`src/rtl/tw_defs.svh`:
```
/*
 Constants for the two-wire serial block: register addresses, control bit positions, reset values.
 Assumes inclusion by bare name from tw_core and the testbench.
*/
`ifndef TW_DEFS_SVH
`define TW_DEFS_SVH
`define TW_ADDR_DATA      8'h9A
`define TW_ADDR_OWN       8'h9B
`define TW_ADDR_CTRL      8'hE8
`define TW_RST_DATA       8'h00
`define TW_RST_OWN        8'h55
`define TW_RST_CTRL       8'h00
`define TW_BIT_MDO        7
`define TW_BIT_MDE        6
`define TW_BIT_MCO        5
`define TW_BIT_MDI        4
`define TW_BIT_MODE       3
`define TW_BIT_IRST       2
`define TW_BIT_DIR        1
`define TW_BIT_FLAG       0
`define TW_BYTE_LAST      3'h7
`define TW_FIFO_DEPTH     4
`endif

```
`src/rtl/tw_pkg.sv`:
```
/*
 Types shared by the two-wire block and its testbench.
 Assumes tw_defs.svh is on the include path.
*/
package tw_pkg;
	typedef struct packed {
		logic [7:0] addr;   // Register address
		logic       wr;     // Write strobe
		logic       rd;     // Read strobe
		logic [7:0] wdata;  // Write data
	} tw_reg_req_type;

	typedef enum logic [2:0] {
		TW_IDLE  = 3'b000,
		TW_ADDR  = 3'b001,
		TW_AACK  = 3'b010,
		TW_RX    = 3'b011,
		TW_RACK  = 3'b100,
		TW_TX    = 3'b101,
		TW_TACK  = 3'b110,
		TW_WAIT  = 3'b111
	} tw_state_type;
endpackage : tw_pkg

```
`src/rtl/tw_fifo.sv`:
```
/*
 Small synchronous FIFO with valid/ready on both sides.
 Assumes one clock, asynchronous active-low reset.
*/
`timescale 1ns/1ps
module tw_fifo #(
	parameter int WIDTH = 8,
	parameter int DEPTH = 4
) (
	input  wire logic             sys_clk,   // Core clock
	input  wire logic             arst_n,    // Async reset
	input  wire logic             clr,       // Sync flush
	input  wire logic             in_valid,  // Write request
	output logic                  in_ready,  // Not full
	input  wire logic [WIDTH-1:0] in_data,   // Write data
	output logic                  out_valid, // Not empty
	input  wire logic             out_ready, // Read accept
	output logic      [WIDTH-1:0] out_data   // Head word
);
	localparam int AW = $clog2(DEPTH);
	logic [WIDTH-1:0] mem [DEPTH];
	logic [AW-1:0]    wp_q;
	logic [AW-1:0]    rp_q;
	logic [AW:0]      cnt_q;
	logic             push;
	logic             pop;

	// Honest full and empty from the count
	assign in_ready  = (cnt_q != (AW+1)'(DEPTH));
	assign out_valid = (cnt_q != '0);
	assign out_data  = mem[rp_q];
	assign push      = in_valid && in_ready;
	assign pop       = out_valid && out_ready;

	// Storage, no reset needed on data
	always_ff @(posedge sys_clk) begin
		if (push) begin
			mem[wp_q] <= in_data;
		end
	end

	// Pointers and count
	always_ff @(posedge sys_clk or negedge arst_n) begin
		if (!arst_n) begin
			wp_q  <= '0;
			rp_q  <= '0;
			cnt_q <= '0;
		end else if (clr) begin
			wp_q  <= '0;
			rp_q  <= '0;
			cnt_q <= '0;
		end else begin
			if (push) begin
				wp_q <= (wp_q == AW'(DEPTH-1)) ? '0 : wp_q + AW'(1);
			end
			if (pop) begin
				rp_q <= (rp_q == AW'(DEPTH-1)) ? '0 : rp_q + AW'(1);
			end
			cnt_q <= cnt_q + (AW+1)'(push) - (AW+1)'(pop);
		end
	end

	property p_no_overflow;
		@(posedge sys_clk) disable iff (!arst_n) cnt_q <= (AW+1)'(DEPTH);
	endproperty
	a_no_overflow: assert property (p_no_overflow) else $error("fifo count above depth");
endmodule : tw_fifo

```
`src/rtl/tw_core.sv`:
```
/*
 Two-wire serial control block: software-driven master pins and a hardware byte slave.
 Assumes a core register port with one-cycle rd/wr strobes and external pins arriving asynchronously.
*/
`timescale 1ns/1ps
`include "tw_defs.svh"
module tw_core (
	input  wire logic                   sys_clk,          // Core clock 100 MHz
	input  wire logic                   arst_n,           // Async reset, active low
	input  wire tw_pkg::tw_reg_req_type reg_req,          // Register access
	output logic                  [7:0] reg_rdata,        // Read data, valid cycle after rd
	input  wire logic                   sync_serial_select, // High gives pins to sync serial
	input  wire logic                   sda_in,           // Data pin level
	output logic                        sda_out,          // Data pin drive value
	output logic                        sda_oe,           // Data pin drive enable
	input  wire logic                   scl_in,           // Clock pin level
	output logic                        scl_out,          // Clock pin drive value
	output logic                        scl_oe,           // Clock pin drive enable
	output logic                        byte_done_irq     // Pending slave interrupt
);
	import tw_pkg::*;

	function automatic logic hit(input tw_reg_req_type r, input logic [7:0] a);
		return r.addr == a;
	endfunction : hit

	////////////////////////////////////////////////////////////////
	logic [7:0]   ctrl_q;
	logic [7:0]   own_q;
	logic [7:0]   rx_q;
	logic [7:0]   sh_q;
	logic [2:0]   bit_q;
	tw_state_type st_q;
	logic         sda_s1_q, sda_s2_q, sda_s3_q;
	logic         scl_s1_q, scl_s2_q, scl_s3_q;
	logic         flag_set;
	logic         dat_acc;
	logic         slave_on;
	logic         scl_rise, scl_fall, start_c, stop_c;
	logic         drv_low_q;
	logic         txf_valid;
	logic [7:0]   txf_data;
	logic         txf_pop;

	assign dat_acc  = (reg_req.rd || reg_req.wr) && hit(reg_req, `TW_ADDR_DATA);
	assign slave_on = !ctrl_q[`TW_BIT_MODE] && !ctrl_q[`TW_BIT_IRST] && !sync_serial_select;

	////////////////////////////////////////////////////////////////
	// Pin synchronisers; stage one feeds stage two only
	always_ff @(posedge sys_clk or negedge arst_n) begin
		if (!arst_n) begin
			sda_s1_q <= 1'b1;
			sda_s2_q <= 1'b1;
			sda_s3_q <= 1'b1;
			scl_s1_q <= 1'b1;
			scl_s2_q <= 1'b1;
			scl_s3_q <= 1'b1;
		end else begin
			sda_s1_q <= sda_in;
			sda_s2_q <= sda_s1_q;
			sda_s3_q <= sda_s2_q;
			scl_s1_q <= scl_in;
			scl_s2_q <= scl_s1_q;
			scl_s3_q <= scl_s2_q;
		end
	end

	// Edge and bus-condition detection on synchronised levels
	assign scl_rise = scl_s2_q && !scl_s3_q;
	assign scl_fall = !scl_s2_q && scl_s3_q;
	assign start_c  = scl_s2_q && scl_s3_q && !sda_s2_q && sda_s3_q;
	assign stop_c   = scl_s2_q && scl_s3_q && sda_s2_q && !sda_s3_q;

	////////////////////////////////////////////////////////////////
	// Control register; hardware-owned bits protected from writes
	always_ff @(posedge sys_clk or negedge arst_n) begin
		if (!arst_n) begin
			ctrl_q <= `TW_RST_CTRL;
		end else begin
			if (reg_req.wr && hit(reg_req, `TW_ADDR_CTRL)) begin
				ctrl_q[`TW_BIT_MDO]  <= reg_req.wdata[`TW_BIT_MDO];
				ctrl_q[`TW_BIT_MDE]  <= reg_req.wdata[`TW_BIT_MDE];
				ctrl_q[`TW_BIT_MCO]  <= reg_req.wdata[`TW_BIT_MCO];
				ctrl_q[`TW_BIT_MODE] <= reg_req.wdata[`TW_BIT_MODE];
				ctrl_q[`TW_BIT_IRST] <= reg_req.wdata[`TW_BIT_IRST];
			end
			// Master input latch on clock rise while undriven
			if (ctrl_q[`TW_BIT_MODE] && !ctrl_q[`TW_BIT_MDE] && scl_rise) begin
				ctrl_q[`TW_BIT_MDI] <= sda_s2_q;
			end
			// Direction follows slave phase
			if (!slave_on) begin
				ctrl_q[`TW_BIT_DIR] <= 1'b0;
			end else if (st_q == TW_TX || st_q == TW_TACK) begin
				ctrl_q[`TW_BIT_DIR] <= 1'b1;
			end else if (st_q == TW_RX || st_q == TW_ADDR) begin
				ctrl_q[`TW_BIT_DIR] <= 1'b0;
			end
			// Set wins over the clearing access in the same cycle
			if (flag_set) begin
				ctrl_q[`TW_BIT_FLAG] <= 1'b1;
			end else if (dat_acc || !slave_on) begin
				ctrl_q[`TW_BIT_FLAG] <= 1'b0;
			end
		end
	end

	// Own address register
	always_ff @(posedge sys_clk or negedge arst_n) begin
		if (!arst_n) begin
			own_q <= `TW_RST_OWN;
		end else if (reg_req.wr && hit(reg_req, `TW_ADDR_OWN)) begin
			own_q <= reg_req.wdata;
		end
	end

	// Read mux, registered
	always_ff @(posedge sys_clk or negedge arst_n) begin
		if (!arst_n) begin
			reg_rdata <= 8'h00;
		end else if (reg_req.rd) begin
			case (reg_req.addr)
				`TW_ADDR_CTRL: reg_rdata <= ctrl_q;
				`TW_ADDR_OWN:  reg_rdata <= own_q;
				`TW_ADDR_DATA: reg_rdata <= rx_q;
				default:       reg_rdata <= 8'h00;
			endcase
		end
	end

	////////////////////////////////////////////////////////////////
	// Transmit bytes queue up so software may load ahead of the master
	tw_fifo #(
		.WIDTH(8),
		.DEPTH(`TW_FIFO_DEPTH)
	) u_txf (
		.sys_clk  (sys_clk),
		.arst_n   (arst_n),
		.clr      (!slave_on),
		.in_valid (reg_req.wr && hit(reg_req, `TW_ADDR_DATA)),
		.in_ready (), // A write into a full queue is dropped
		.in_data  (reg_req.wdata),
		.out_valid(txf_valid),
		.out_ready(txf_pop),
		.out_data (txf_data)
	);

	// Head is consumed when a transmit byte is loaded
	assign txf_pop = slave_on && scl_fall && (st_q == TW_AACK || st_q == TW_TACK)
		&& ((st_q == TW_AACK) ? sh_q[0] : !sda_s2_q) && drv_low_q == (st_q == TW_AACK);

	////////////////////////////////////////////////////////////////
	// Slave byte engine
	always_ff @(posedge sys_clk or negedge arst_n) begin
		if (!arst_n) begin
			st_q  <= TW_IDLE;
			sh_q  <= 8'h00;
			bit_q <= 3'h0;
			rx_q  <= `TW_RST_DATA;
		end else if (!slave_on) begin
			st_q  <= TW_IDLE;
			bit_q <= 3'h0;
		end else if (stop_c) begin
			st_q <= TW_IDLE;
		end else if (start_c) begin
			st_q  <= TW_ADDR;
			bit_q <= 3'h0;
			sh_q  <= 8'h00; // Stale bits from the last frame would fake an address match
		end else begin
			case (st_q)
				TW_ADDR, TW_RX: begin
					if (scl_rise) begin
						sh_q  <= {sh_q[6:0], sda_s2_q};
						bit_q <= bit_q + 3'h1;
					end
					if (scl_fall && bit_q == 3'h0 && st_q == TW_ADDR && sh_q[7:1] != 7'h00) begin
						st_q <= (sh_q[7:1] == own_q[6:0]) ? TW_AACK : TW_WAIT;
					end else if (scl_fall && bit_q == 3'h0 && st_q == TW_RX) begin
						rx_q <= sh_q;
						st_q <= TW_RACK;
					end
				end
				TW_AACK: begin
					if (scl_fall) begin
						st_q <= sh_q[0] ? TW_TX : TW_RX;
						sh_q <= txf_valid ? txf_data : 8'hFF;
					end
				end
				TW_RACK: begin
					if (scl_fall) begin
						st_q <= TW_RX;
					end
				end
				TW_TX: begin
					if (scl_fall) begin
						sh_q  <= {sh_q[6:0], 1'b1};
						bit_q <= bit_q + 3'h1;
						if (bit_q == `TW_BYTE_LAST) begin
							st_q <= TW_TACK;
						end
					end
				end
				TW_TACK: begin
					if (scl_rise) begin
						st_q <= sda_s2_q ? TW_WAIT : TW_TACK;
					end else if (scl_fall) begin
						st_q <= TW_TX;
						sh_q <= txf_valid ? txf_data : 8'hFF;
					end
				end
				TW_WAIT: st_q <= TW_WAIT;
				default: st_q <= TW_IDLE;
			endcase
		end
	end

	// Byte complete: nonzero received data byte or transmitted data byte finished
	assign flag_set = slave_on && scl_fall && !stop_c && !start_c &&
		((st_q == TW_RX && bit_q == 3'h0 && sh_q != 8'h00) || (st_q == TW_TX && bit_q == `TW_BYTE_LAST));

	// Slave pulls data low for ack or a zero transmit bit
	always_ff @(posedge sys_clk or negedge arst_n) begin
		if (!arst_n) begin
			drv_low_q <= 1'b0;
		end else if (!slave_on) begin
			drv_low_q <= 1'b0;
		end else if (scl_fall) begin
			case (st_q)
				TW_ADDR: drv_low_q <= (bit_q == 3'h0) && (sh_q[7:1] != 7'h00) && (sh_q[7:1] == own_q[6:0]);
				TW_RX:   drv_low_q <= (bit_q == 3'h0);
				TW_AACK: drv_low_q <= sh_q[0] && txf_valid && !txf_data[7];
				TW_TX:   drv_low_q <= (bit_q != `TW_BYTE_LAST) && !sh_q[6];
				TW_TACK: drv_low_q <= txf_valid && !txf_data[7];
				default: drv_low_q <= 1'b0;
			endcase
		end
	end

	////////////////////////////////////////////////////////////////
	// Pin drivers: master bits straight through, slave open-drain low
	always_ff @(posedge sys_clk or negedge arst_n) begin
		if (!arst_n) begin
			sda_out <= 1'b1;
			sda_oe  <= 1'b0;
			scl_out <= 1'b1;
			scl_oe  <= 1'b0;
		end else if (sync_serial_select) begin
			sda_oe <= 1'b0;
			scl_oe <= 1'b0;
		end else if (ctrl_q[`TW_BIT_MODE]) begin
			sda_out <= ctrl_q[`TW_BIT_MDO];
			sda_oe  <= ctrl_q[`TW_BIT_MDE];
			scl_out <= ctrl_q[`TW_BIT_MCO];
			scl_oe  <= 1'b1;
		end else begin
			sda_out <= 1'b0;
			sda_oe  <= drv_low_q;
			scl_out <= 1'b1;
			scl_oe  <= 1'b0;
		end
	end

	// Interrupt request mirrors the flag one cycle later, dropped at once on a data register access
	always_ff @(posedge sys_clk or negedge arst_n) begin
		if (!arst_n) begin
			byte_done_irq <= 1'b0;
		end else begin
			byte_done_irq <= ctrl_q[`TW_BIT_FLAG] && !dat_acc;
		end
	end

	////////////////////////////////////////////////////////////////
	property p_mdo;
		@(posedge sys_clk) disable iff (!arst_n)
		(ctrl_q[`TW_BIT_MODE] && !sync_serial_select) |=> (sda_out == $past(ctrl_q[`TW_BIT_MDO]));
	endproperty
	a_mdo: assert property (p_mdo) else $error("data pin not following master bit");

	property p_mde;
		@(posedge sys_clk) disable iff (!arst_n)
		(ctrl_q[`TW_BIT_MODE] && !sync_serial_select) |=> (sda_oe == $past(ctrl_q[`TW_BIT_MDE]));
	endproperty
	a_mde: assert property (p_mde) else $error("data enable not following bit");

	property p_mco;
		@(posedge sys_clk) disable iff (!arst_n)
		(ctrl_q[`TW_BIT_MODE] && !sync_serial_select) |=> (scl_oe && scl_out == $past(ctrl_q[`TW_BIT_MCO]));
	endproperty
	a_mco: assert property (p_mco) else $error("clock pin not following master bit");

	property p_mdi;
		@(posedge sys_clk) disable iff (!arst_n)
		(ctrl_q[`TW_BIT_MODE] && !ctrl_q[`TW_BIT_MDE] && scl_rise && !(reg_req.wr && hit(reg_req, `TW_ADDR_CTRL)))
		|=> (ctrl_q[`TW_BIT_MDI] == $past(sda_s2_q));
	endproperty
	a_mdi: assert property (p_mdi) else $error("input bit not latched");

	property p_irst;
		@(posedge sys_clk) disable iff (!arst_n)
		(ctrl_q[`TW_BIT_IRST] && !ctrl_q[`TW_BIT_MODE]) |=> (st_q == TW_IDLE && !drv_low_q);
	endproperty
	a_irst: assert property (p_irst) else $error("slave not held in reset");

	property p_flag_set;
		@(posedge sys_clk) disable iff (!arst_n) flag_set |=> ctrl_q[`TW_BIT_FLAG];
	endproperty
	a_flag_set: assert property (p_flag_set) else $error("flag not set after byte");

	property p_flag_clr;
		@(posedge sys_clk) disable iff (!arst_n) (dat_acc && !flag_set) |=> (!ctrl_q[`TW_BIT_FLAG] && !byte_done_irq);
	endproperty
	a_flag_clr: assert property (p_flag_clr) else $error("access did not clear flag");

	property p_own;
		@(posedge sys_clk) disable iff (!arst_n)
		(reg_req.wr && hit(reg_req, `TW_ADDR_OWN)) |=> (own_q == $past(reg_req.wdata));
	endproperty
	a_own: assert property (p_own) else $error("own address not written");

	property p_spe;
		@(posedge sys_clk) disable iff (!arst_n) sync_serial_select |=> (!sda_oe && !scl_oe);
	endproperty
	a_spe: assert property (p_spe) else $error("pins driven while deselected");

	property p_match;
		@(posedge sys_clk) disable iff (!arst_n)
		(slave_on && !stop_c && !start_c && st_q == TW_ADDR && scl_fall && bit_q == 3'h0
			&& sh_q[7:1] != 7'h00 && sh_q[7:1] == own_q[6:0]) |=> (st_q == TW_AACK && drv_low_q);
	endproperty
	a_match: assert property (p_match) else $error("matching address not acknowledged");

	property p_nomatch;
		@(posedge sys_clk) disable iff (!arst_n) (st_q == TW_WAIT) |-> !drv_low_q;
	endproperty
	a_nomatch: assert property (p_nomatch) else $error("drove bus without address match");

	property p_dir;
		@(posedge sys_clk) disable iff (!arst_n) (slave_on && st_q == TW_TX) |=> ctrl_q[`TW_BIT_DIR];
	endproperty
	a_dir: assert property (p_dir) else $error("direction not transmit");
endmodule : tw_core

```
`config.mk`:
```
export PLATFORM = sky130hd
export DESIGN_NAME = tw_core
export DESIGN_NICKNAME = d
export VERILOG_FILES = /design/src/rtl/tw_pkg.sv /design/src/rtl/tw_fifo.sv /design/src/rtl/tw_core.sv
export VERILOG_INCLUDE_DIRS = /design/src /design/src/rtl
export SDC_FILE = /design/constraint.sdc
export NUM_CORES = 1
export LEC_CHECK = 0
export BUFFER_PORTS_ARGS = -buffer_cell sky130_fd_sc_hd__buf_2
export CAP_MARGIN = 20
export CELL_PAD_IN_SITES_DETAIL_PLACEMENT = 1
export CELL_PAD_IN_SITES_GLOBAL_PLACEMENT = 1
export CORE_ASPECT_RATIO = 1.5
export CORE_MARGIN = 1.5
export CORE_UTILIZATION = 53
export CTS_CLUSTER_SIZE = 40
export DETAILED_ROUTE_END_ITERATION = 8
export GPL_TIMING_DRIVEN = 1
export PLACE_DENSITY_LB_ADDON = 0.1
export SLEW_MARGIN = 20
export SYNTH_ARGS = -nofsm -noshare
export SYNTH_HDL_FRONTEND = slang
export SYNTH_HIERARCHICAL = 1
export SYNTH_SLANG_ARGS = --single-unit
```
`constraint.sdc`:
```
create_clock -name sys_clk -period 6.75 [get_ports sys_clk]
set_clock_uncertainty 0.1 [all_clocks]
set_input_delay 1.35 -clock sys_clk [delete_from_list [all_inputs] [get_ports sys_clk]]
set_output_delay 1.35 -clock sys_clk [all_outputs]
set_load 0.01 [all_outputs]
```
# After elaboration in Yosys (flattened, before gate mapping)

Memories as Yosys holds them, arrays and structs flattened.
Cells that the tools add are included.

Input bits: 23
Output and inout port bits: 13
Memory bits (writable): 32
Bits in registers: 65
Memories kept: 1

Bitwise gates (word level): 3
Add/subtract/negate cells: 5
Multiplexer cells: 53
Reduce and logical (&&, ||, !) cells: 69
Equal/unequal tests: 34

Memory list:

| name      | words | width | rd ports | clocked after Yosys merged registers in | wr ports | line          | RTL |
|---|---|---|---|---|---|---|---|
| u_txf.mem | 4     | 8     | 1        | 0                                       | 1        | tw_fifo.sv:21 | `logic [WIDTH-1:0] mem [DEPTH];` |

Operators by type and width:

| kind               | count |
|---|---|
| $mux 3             | 19 |
| $mux 8             | 6 |
| $logic_and 1x1->1  | 38 |
| $pmux 8 s4         | 1 |
| $eq 8x8->1 const B | 3 |
| $pmux 8 s3         | 1 |
| $ne 5x5->1 const B | 4 |
| $pmux 3 s6         | 1 |
| $reduce_and 6->1   | 3 |
| $mux 1             | 17 |
| $eq 3x3->1 const B | 5 |
| $ne 3x3->1 const B | 5 |
| $logic_not 1->1    | 14 |
| $mux 2             | 6 |
| $ne 6x6->1 const B | 2 |
| $ne 4x4->1 const B | 2 |
| $reduce_bool 8->1  | 1 |
| $eq 7x7->1         | 1 |
| $reduce_bool 7->1  | 1 |
| $eq 3x2->1 const B | 2 |
| $logic_or 1x1->1   | 6 |
| $ne 2x1->1 const B | 3 |
| $pmux 3 s2         | 1 |
| $pmux 1 s5         | 1 |
| other kinds (17)   | 21 |

# Depth between registers and ports, before layout

Gate-level depths: netlist of the first run.

Depth after elaboration: 10
Gate-level depth with buffers: 14
Gate-level depth less buffers: 14

# Modules after synthesis

Netlist of the first run, hierarchy kept.

By module, submodules not included:

| module  | cells an instance | area each (um2) | times used | sequential area each (um2) |
|---|---|---|---|---|
| tw_core | 286               | 2,987.9         | 1          | 1,466.4 |
| tw_fifo | 89                | 1,632.8         | 1          | 1,136.1 |

# Worst setup path after synthesis of the first run

OpenSTA, ideal clock, no wires.

Path kind: in2reg
Start: input reg_req[12] in the netlist's numbering
End: register u_txf.cnt_q[2]
Library setup time: 86 ps
Cell stages on the path: 11
Path buffers: 0
Arrival time: 3,585 ps
Path slack: 2,979 ps
Cell sequence: nand3b_1 nor4_1 nand2_2 ha_1 inv_1 ha_1 inv_1 fa_1 xor2_1 and2_1 nor3_1

Longest elaborated chain between the ends: 6

RTL lines:

| element              | line           | RTL |
|---|---|---|
| from (decl)          | tw_core.sv:10  | `input wire tw_pkg::tw_reg_req_type reg_req,` |
| $eq 8x8->1           | tw_core.sv:24  | `return r.addr == a;` |
| $logic_and 1x1->1    | tw_core.sv:140 | `` .in_valid (reg_req.wr && hit(reg_req, `TW_ADDR_DATA)), `` |
| $logic_and 1x1->1    | tw_fifo.sv:32  | `assign push = in_valid && in_ready;` |
| $add 3x1->3          | tw_fifo.sv:59  | `cnt_q <= cnt_q + (AW+1)'(push) - (AW+1)'(pop);` |
| $sub 3x1->3          | tw_fifo.sv:59  |  |
| $mux 3               | tw_fifo.sv:48  | `end else if (clr) begin` |
| to (signal assigned) | tw_fifo.sv:59  |  |
| to (signal assigned) | tw_fifo.sv:64  | `@(posedge sys_clk) disable iff (!arst_n) cnt_q <= (AW+1)'(DEPTH);` |
| to (decl)            | tw_fifo.sv:24  | `logic [AW:0] cnt_q;` |

Every way passes these cells.
A chain may end at the register's enable or synchronous reset.

# Worst setup path after layout of the first run

Ends and elaborated chain as after synthesis.

==> results of run 1 <==
## through the flow
stage	cell area, um2	std cells	util, %	hold WS [ps]
global placement	4880	504	58.0	248
floorplan	4620	375	-	245
global route	5180	520	61.6	262
detailed placement	4880	504	58.0	247
CTS	5180	520	61.6	258
finish	5180	520	61.6	256
## cell families (layout without fill, tap and decap cells)
group	after synthesis	count (layout)	synth area share (%)
DFF	97	97	56.3
buffers and inverters	32	70	2.82
muxes	43	43	12.4
xor gates and xnor gates	9	9	1.71
AOI/OAI and AO/OA	85	85	11.7
and+or+nand+nor	98	98	11.9
adders and majority gates	11	11	3.14
## routing by layer
| layer | global-route usage (%) | part of all wire, % | vias to the layer above |
|---|---|---|---|
| met5 | 0 | 0 | - |
| met4 | 13.4 | 3.7 | 0 |
| met3 | 4.20 | 2.8 | 30 |
| met2 | 46.6 | 53 | 77 |
| met1 | 34.3 | 40 | 1679 |
| li1 | - | - | 1451 |
## final timing paths
check,end,depth (start not counted),startpoint
worst max-delay path,u_txf/cnt_q[2]$_DFF_PN0_,12,reg_req[12]
worst min-delay path,sda_s2_q$_DFF_PN1_,0,sda_s1_q$_DFF_PN1_
worst max register to register,u_txf/cnt_q[2]$_DFF_PN0_,13,scl_s3_q$_DFF_PN1_
worst min register to register,sda_s2_q$_DFF_PN1_,0,sda_s1_q$_DFF_PN1_
max in group asynchronous,reg_rdata[7]$_DFFE_PN0P_,2,arst_n
min in group asynchronous,bit_q[0]$_DFFE_PN0P_,2,arst_n
## sequential cells by signal, summed over array words and instances (netlist names), 2 cells and up
| name | cells |
|---|---|
| reg_rdata | 8 |
| u_txf/wp_q | 2 |
| own_q | 8 |
| rx_q | 8 |
| ctrl_q | 8 |
| sh_q | 8 |
| st_q | 3 |
| u_txf/cnt_q | 3 |
| bit_q | 3 |
| u_txf/rp_q | 2 |
| u_txf/mem | 32 |
## layout by cell type, fill, tap and decap left out, drive strengths merged, types with 12 or more instances in the layout
master  Yosys  routed
dfrtp      53      53
a21oi      17      17
o21ai      30      30
nand2      20      20
inv        17      20
mux2       31      31
nor2       21      21
edfxtp     32      32
buf         6      37
dfstp      12      12
## critical path, cell delays in order
cell	delay, ps
sky130_fd_sc_hd__buf_2	90
sky130_fd_sc_hd__nand3b_1	240
sky130_fd_sc_hd__nor4_1	770
sky130_fd_sc_hd__nand2_2	180
sky130_fd_sc_hd__ha_1	360
sky130_fd_sc_hd__inv_1	60
sky130_fd_sc_hd__ha_1	140
sky130_fd_sc_hd__inv_1	60
sky130_fd_sc_hd__fa_1	410
sky130_fd_sc_hd__xor2_1	170
sky130_fd_sc_hd__and2_1	170
sky130_fd_sc_hd__nor3_1	120
## power groups by stage
| stage | logic [mW] | registers (mW) | clock network [mW] |
|---|---|---|---|
| detailed placement | 0.0983 | 0.667 | 0 |
| CTS | 0.100 | 0.656 | 0.528 |
| finish | 0.0990 | 0.656 | 0.519 |
| global route | 0.109 | 0.658 | 0.551 |
| global placement | 0.0946 | 0.666 | 0 |
| floorplan | 0.0576 | 0.656 | 0 |
## cell type report
| cell class | count | area share, % |
|---|---|---|
| flip-flops and latches | 97 | 50.2 |
| multi-input cells | 246 | 36.4 |
| clock buffers | 9 | 4.35 |
| repair buffers | 37 | 3.67 |
| well taps | 107 | 2.58 |
| clock inverters | 7 | 1.47 |
| inverters | 17 | 1.23 |
==> impl_metrics.prom, run 1 <==
# TYPE chip_impl_metric gauge
chip_impl_info{name="run_status",value="complete, no violations"} 1
chip_impl_metric{name="synth_seq_area_share",unit="%"} 56.3
chip_impl_metric{name="insertedDiodeCount",unit=""} 0
chip_impl_metric{name="grt_max_degree",unit=""} 66
chip_impl_metric{name="globalplace.congestion",unit=""} 0.879
chip_impl_metric{name="placement.io_buffers",unit=""} 35
chip_impl_metric{name="max_freq",unit="MHz"} 253
chip_impl_metric{name="slew_viol_final",unit=""} 0
chip_impl_metric{name="timing_worst_slew_pin_value",unit="ps"} 1070
chip_impl_metric{name="crit_path_max_fanout",unit=""} 6
chip_impl_metric{name="layout.area.seq",unit="um2"} 2600
chip_impl_metric{name="post-route-period-util",unit="%"} 58.6
chip_impl_metric{name="comb_power_share",unit="%"} 7.8
chip_impl_metric{name="dp_hpwl",unit="um"} 8060
chip_impl_metric{name="die_w",unit="um"} 79.2
chip_impl_metric{name="yosysWarningCount",unit=""} 6
chip_impl_metric{name="number_of_antenna_violations_at_the_first_check_in_global_routing",unit=""} 0
chip_impl_metric{name="starting_density_of_the_core",unit="%"} 54.9
chip_impl_info{name="synth.top_cells.by_count",value="53 x sky130_fd_sc_hd__dfrtp_1, 32 x sky130_fd_sc_hd__edfxtp_1, 21 x sky130_fd_sc_hd__o21ai_0"} 1
chip_impl_metric{name="relSlewSlack",unit="%"} 28.1
chip_impl_metric{name="yosys.cell_types.count",unit=""} 62
chip_impl_metric{name="finalHoldViolations",unit=""} 0
chip_impl_metric{name="timing.final.crit_period",unit="ps"} 3960
chip_impl_metric{name="drt-vias-per-instance",unit=""} 6.23
chip_impl_metric{name="grt.overflow.total",unit=""} 0
chip_impl_metric{name="setup_total_negative_slack",unit="ps"} 0
chip_impl_metric{name="maximum_buffer_depth_of_the_clock_tree",unit=""} 2
chip_impl_metric{name="total_power",unit="mW"} 1.27
chip_impl_info{name="synth.top_cells.by_area",value="sky130_fd_sc_hd__dfrtp_1 29%, sky130_fd_sc_hd__edfxtp_1 21%, sky130_fd_sc_hd__dfstp_2 6.8%, sky130_fd_sc_hd__mux2_2 4.1%, sky130_fd_sc_hd__mux4_2 3.9%"} 1
chip_impl_metric{name="cts.clk_slew.worst_paths",unit="ps"} 70
chip_impl_metric{name="setup_violations",unit=""} 0
chip_impl_metric{name="post-synth-top-area-fraction",unit="%"} 28.7
chip_impl_metric{name="worst_slack_setup_final",unit="ps"} 2790
chip_impl_info{name="grt_setup_unrepaired",value="false"} 1
chip_impl_metric{name="grt_util_all_layers",unit="%"} 27.7
chip_impl_metric{name="ioPinCount",unit=""} 36
chip_impl_metric{name="synth-edff-count",unit=""} 32
chip_impl_metric{name="first_global_vias",unit=""} 3510
chip_impl_metric{name="wl",unit="um"} 11900
chip_impl_info{name="timing.hold.worst.class",value="flop to flop"} 1
chip_impl_metric{name="drc_errors",unit=""} 0
chip_impl_metric{name="cts_hold_buffers",unit=""} 0
chip_impl_metric{name="core",unit="um2"} 8410
chip_impl_metric{name="signal_arrival_time_at_the_worst_endpoint",unit="ps"} 4110
chip_impl_metric{name="rows",unit=""} 41
chip_impl_metric{name="clkSinkCount",unit=""} 97
chip_impl_metric{name="syn-num-nets",unit=""} 409
chip_impl_metric{name="async_flop_share",unit="%"} 67.0
chip_impl_metric{name="post_cts.resized_instances",unit=""} 0
chip_impl_metric{name="die-height",unit="um"} 117
chip_impl_metric{name="fillCellCount",unit=""} 862
chip_impl_metric{name="route.detailed.wl_per_inst",unit="um"} 22.9
chip_impl_metric{name="drv_cap",unit=""} 0
chip_impl_metric{name="ir_drop",unit="V"} 0.000199
chip_impl_metric{name="via_count",unit=""} 3237
chip_impl_metric{name="pre_cts_ws",unit="ps"} 2380
chip_impl_metric{name="area_growth_from_synthesis_to_layout",unit="%"} 12.1
chip_impl_metric{name="reg2reg_setup_slack",unit="ps"} 3410
chip_impl_info{name="setup.worst_path.class",value="input pin to flop"} 1
chip_impl_info{name="timing.critical_path.from_type",value="input pin"} 1
chip_impl_info{name="root_buffer",value="sky130_fd_sc_hd__clkbuf_16"} 1
chip_impl_metric{name="syn-mean-instance-area",unit="um2"} 12.3
chip_impl_metric{name="detail_route.first_pass.iterations",unit=""} 4
chip_impl_metric{name="dieArea",unit="um2"} 9300
chip_impl_metric{name="relative_contribution_of_sequential_cells_to_total_power",unit="%"} 51.5
chip_impl_metric{name="post_cts_buffers",unit=""} 0
chip_impl_metric{name="nets",unit=""} 442
chip_impl_metric{name="crit_required",unit="ps"} 6900
chip_impl_metric{name="total_switching_power",unit="uW"} 315
chip_impl_metric{name="power.clock.fraction",unit="%"} 40.7
chip_impl_metric{name="drive_gt1_share",unit="%"} 25.2
chip_impl_metric{name="numCtsBuffers",unit=""} 9
chip_impl_info{name="ys.flop_type",value="sky130_fd_sc_hd__dfrtp_1"} 1
chip_impl_metric{name="power.switching_fraction",unit="%"} 24.7
chip_impl_metric{name="power_dens_cells",unit="nW/um2"} 246
chip_impl_metric{name="worst_skew_pair.late_latency",unit="ps"} 350
chip_impl_info{name="clock_tree_from_tritoncts",value="done"} 1
chip_impl_metric{name="grt_pass1_wl",unit="um"} 19100
chip_impl_metric{name="drt_first_iter_violations",unit=""} 240
chip_impl_metric{name="postSynthCellCount",unit=""} 375
chip_impl_metric{name="synth_register_bits",unit=""} 97
chip_impl_metric{name="power.static_leakage",unit="nW"} 2.17
chip_impl_info{name="setup.worst_path.end_class",value="flop"} 1
chip_impl_metric{name="htree_levels",unit=""} 3
chip_impl_metric{name="synthesis.area",unit="um2"} 4620
chip_impl_metric{name="multiInputGateArea",unit="um2"} 1890
chip_impl_metric{name="detail-route-antenna-nets",unit=""} 0
chip_impl_metric{name="internal_power",unit="uW"} 959
chip_impl_info{name="yosysMostFrequentCell",value="sky130_fd_sc_hd__dfrtp_1"} 1
chip_impl_info{name="synthDominantAreaCellType",value="sky130_fd_sc_hd__dfrtp_1"} 1
(Power assumes the default switching activity.)
==> run 2, diff against run 1 <==
Settings changed: CORE_UTILIZATION 53 to 44.
Clock period 6.75 ns to 3.2 ns, I/O delays scaled along.
==> impl_metrics.prom, run 2 (synthesis gave the netlist of run 1 again) <==
# TYPE chip_impl_metric gauge
chip_impl_info{name="run_status",value="complete, no violations"} 1
chip_impl_metric{name="cts_hold_buffers",unit=""} 0
chip_impl_metric{name="detail_route.first_pass.iterations",unit=""} 4
chip_impl_info{name="path_cells",value="nor2b_1 -> nand2_1 -> nor4_1 -> o31ai_1 -> inv_1 -> ha_1 -> inv_1 -> ha_1 -> inv_1 -> fa_1 -> xor2_1 -> and2_1 -> nor3_1"} 1
chip_impl_metric{name="internal_power",unit="mW"} 2.09
chip_impl_metric{name="layout.area.seq",unit="um2"} 2600
chip_impl_metric{name="setup_violations",unit=""} 0
chip_impl_metric{name="timing.final.crit_period",unit="ps"} 2850
chip_impl_info{name="worstReg2RegStart",value="scl_s3_q$_DFF_PN1_"} 1
chip_impl_info{name="timing.critical_path.from_type",value="flop"} 1
chip_impl_metric{name="finalInstanceArea",unit="um2"} 5360
chip_impl_info{name="rr_endpoint",value="u_txf/cnt_q[2]$_DFF_PN0_"} 1
chip_impl_metric{name="power.static_leakage",unit="nW"} 2.26
chip_impl_metric{name="worst_skew_pair.late_latency",unit="ps"} 350
chip_impl_metric{name="maximum_buffer_depth_of_the_clock_tree",unit=""} 2
chip_impl_metric{name="reg2reg_setup_slack",unit="ps"} 350
chip_impl_metric{name="rows",unit=""} 45
chip_impl_metric{name="critical_path.n_buffers_inverters",unit=""} 3
chip_impl_metric{name="via_count",unit=""} 3201
chip_impl_info{name="layout_commonest_cell",value="sky130_fd_sc_hd__dfrtp_1"} 1
chip_impl_metric{name="cts.clk_slew.worst_paths",unit="ps"} 70
chip_impl_metric{name="ir_drop",unit="V"} 0.000396
chip_impl_metric{name="drive_gt1_share",unit="%"} 27.5
chip_impl_metric{name="placement.io_buffers",unit=""} 35
chip_impl_metric{name="area_growth_from_synthesis_to_layout",unit="%"} 15.9
chip_impl_metric{name="nets",unit=""} 455
chip_impl_metric{name="detail-route-antenna-nets",unit=""} 0
chip_impl_info{name="registers.top_by_ff_count",value="u_txf/mem"} 1
chip_impl_metric{name="relative_contribution_of_sequential_cells_to_total_power",unit="%"} 49.7
chip_impl_metric{name="route.detailed.wl_per_inst",unit="um"} 20.2
chip_impl_metric{name="first_global_vias",unit=""} 3326
chip_impl_metric{name="die_w",unit="um"} 86.7
chip_impl_metric{name="timing_worst_slew_pin_value",unit="ps"} 843
chip_impl_metric{name="relSlewSlack",unit="%"} 43.3
chip_impl_info{name="startpoint",value="scl_s3_q$_DFF_PN1_"} 1
chip_impl_metric{name="htree_levels",unit=""} 3
chip_impl_info{name="setup.worst_path.end_class",value="flop"} 1
chip_impl_metric{name="dp_hpwl",unit="um"} 8190
chip_impl_metric{name="wl",unit="um"} 11500
chip_impl_metric{name="post_cts_buffers",unit=""} 0
chip_impl_metric{name="slowest_delay",unit="ps"} 570
chip_impl_metric{name="critical_path_cell_count",unit=""} 13
chip_impl_metric{name="grt_util_all_layers",unit="%"} 22.3
chip_impl_metric{name="crit_required",unit="ps"} 3370
chip_impl_metric{name="globalplace.congestion",unit=""} 0.827
chip_impl_metric{name="drc_errors",unit=""} 0
chip_impl_info{name="root_buffer",value="sky130_fd_sc_hd__clkbuf_16"} 1
chip_impl_metric{name="number_of_antenna_violations_at_the_first_check_in_global_routing",unit=""} 0
chip_impl_info{name="setup.worst_path.class",value="flop to flop"} 1
chip_impl_metric{name="fillCellCount",unit=""} 1069
chip_impl_metric{name="comb_power_share",unit="%"} 7.9
chip_impl_metric{name="post-route-period-util",unit="%"} 89.2
chip_impl_metric{name="dieArea",unit="um2"} 11100
chip_impl_metric{name="clkSinkCount",unit=""} 97
chip_impl_info{name="critPathSlowestCell",value="sky130_fd_sc_hd__dfstp_2"} 1
chip_impl_metric{name="drt_first_iter_violations",unit=""} 184
chip_impl_metric{name="drv_cap",unit=""} 0
chip_impl_metric{name="power_dens_cells",unit="nW/um2"} 518
chip_impl_metric{name="max_freq",unit="MHz"} 350
chip_impl_metric{name="crit_path_max_fanout",unit=""} 6
chip_impl_metric{name="slew_viol_final",unit=""} 0
chip_impl_info{name="critPathMostFrequentCell",value="sky130_fd_sc_hd__inv_1"} 1
chip_impl_metric{name="multiInputGateArea",unit="um2"} 1890
chip_impl_metric{name="insertedDiodeCount",unit=""} 0
chip_impl_info{name="timing.hold.worst.class",value="input pin to async pin"} 1
chip_impl_metric{name="placedInstanceArea",unit="um2"} 5030
chip_impl_metric{name="largest_register_ff_count",unit=""} 32
chip_impl_info{name="grt_setup_unrepaired",value="false"} 1
chip_impl_info{name="mostFrequentLayoutCells",value="53 x sky130_fd_sc_hd__dfrtp_1, 35 x sky130_fd_sc_hd__buf_2, 32 x sky130_fd_sc_hd__edfxtp_1"} 1
chip_impl_metric{name="core",unit="um2"} 10200
chip_impl_metric{name="ioPinCount",unit=""} 36
chip_impl_metric{name="grt_pass1_wl",unit="um"} 18400
chip_impl_metric{name="numCtsBuffers",unit=""} 9
chip_impl_metric{name="finalHoldViolations",unit=""} 0
chip_impl_metric{name="signal_arrival_time_at_the_worst_endpoint",unit="ps"} 3020
chip_impl_info{name="crit_family",value="simple AND/OR/NAND/NOR gates"} 1
chip_impl_metric{name="setup_total_negative_slack",unit="ps"} 0
chip_impl_metric{name="grt.overflow.total",unit=""} 0
chip_impl_metric{name="post_cts.resized_instances",unit=""} 0
chip_impl_metric{name="die-height",unit="um"} 129
chip_impl_metric{name="power.switching_fraction",unit="%"} 24.8
chip_impl_metric{name="grt_max_degree",unit=""} 36
chip_impl_info{name="clock_tree_from_tritoncts",value="done"} 1
chip_impl_metric{name="power.clock.fraction",unit="%"} 42.4
chip_impl_metric{name="drt-vias-per-instance",unit=""} 5.65
chip_impl_info{name="crit_end",value="u_txf/cnt_q[2]$_DFF_PN0_"} 1
chip_impl_metric{name="reg2reg_depth",unit=""} 13
chip_impl_metric{name="starting_density_of_the_core",unit="%"} 45.3
chip_impl_metric{name="total_switching_power",unit="uW"} 687
-- run 2: worst register-to-register path, stage by stage (launching register included) --
cell	delay (ps)
sky130_fd_sc_hd__dfstp_2	570
sky130_fd_sc_hd__nor2b_1	230
sky130_fd_sc_hd__nand2_1	130
sky130_fd_sc_hd__nor4_1	240
sky130_fd_sc_hd__o31ai_1	130
sky130_fd_sc_hd__inv_1	80
sky130_fd_sc_hd__ha_1	220
sky130_fd_sc_hd__inv_1	60
sky130_fd_sc_hd__ha_1	130
sky130_fd_sc_hd__inv_1	50
sky130_fd_sc_hd__fa_1	400
sky130_fd_sc_hd__xor2_1	160
sky130_fd_sc_hd__and2_1	160
sky130_fd_sc_hd__nor3_1	120
-- run 2: how the worst min path moves through the flow --
stage,startpoint,endpoint,slack (ps),cells past startpoint
finish,arst_n,bit_q[0]$_DFFE_PN0P_,260,1
global route,sda_s1_q$_DFF_PN1_,sda_s2_q$_DFF_PN1_,270,0
CTS,arst_n,bit_q[0]$_DFFE_PN0P_,270,1
detailed placement,scl_s1_q$_DFF_PN1_,scl_s2_q$_DFF_PN1_,250,0
global placement,sda_s1_q$_DFF_PN1_,sda_s2_q$_DFF_PN1_,250,0
floorplan,arst_n,bit_q[0]$_DFFE_PN0P_,240,0
-- run 2: final cells by class --
class	instances	area share [%]
Sequential cell	97	48.6
Timing Repair Buffer	50	5.60
Inverter	17	1.19
Clock inverter	6	1.42
Tap cell	141	3.29
Multi-Input combinational cell	246	35.2
Clock buffer	10	4.67
-- run 2: stage by stage --
step | worst slack (ps) | hold WS [ps] | utilization (%) | power, mW | instances
floorplan | 139 | 244 | - | 1.51 | 375
global placement | 178 | 247 | 49.4 | 1.61 | 551
detailed placement | 62.4 | 250 | 49.4 | 1.62 | 551
CTS | 321 | 267 | 52.6 | 2.80 | 567
global route | 133 | 271 | 52.6 | 2.87 | 567
finish | 346 | 255 | 52.6 | 2.77 | 567
-- run 2: per-layer routing --
layer  vias to the layer above  GRT usage, %  wire length [um]
li1                       1484             -                 -
met1                      1649          28.3              5000
met2                        54          37.7              5920
met3                        14          3.91               264
met4                         0          8.54               282
met5                         -             0                 0
-- run 2: power by group through the flow --
stage	sequential [mW]	clock [mW]	combinational, mW
after floorplan	1.38	0	0.122
after global placement	1.40	0	0.211
after detailed placement	1.40	0	0.219
after CTS	1.38	1.20	0.220
after global routing	1.38	1.24	0.240
final	1.38	1.18	0.218
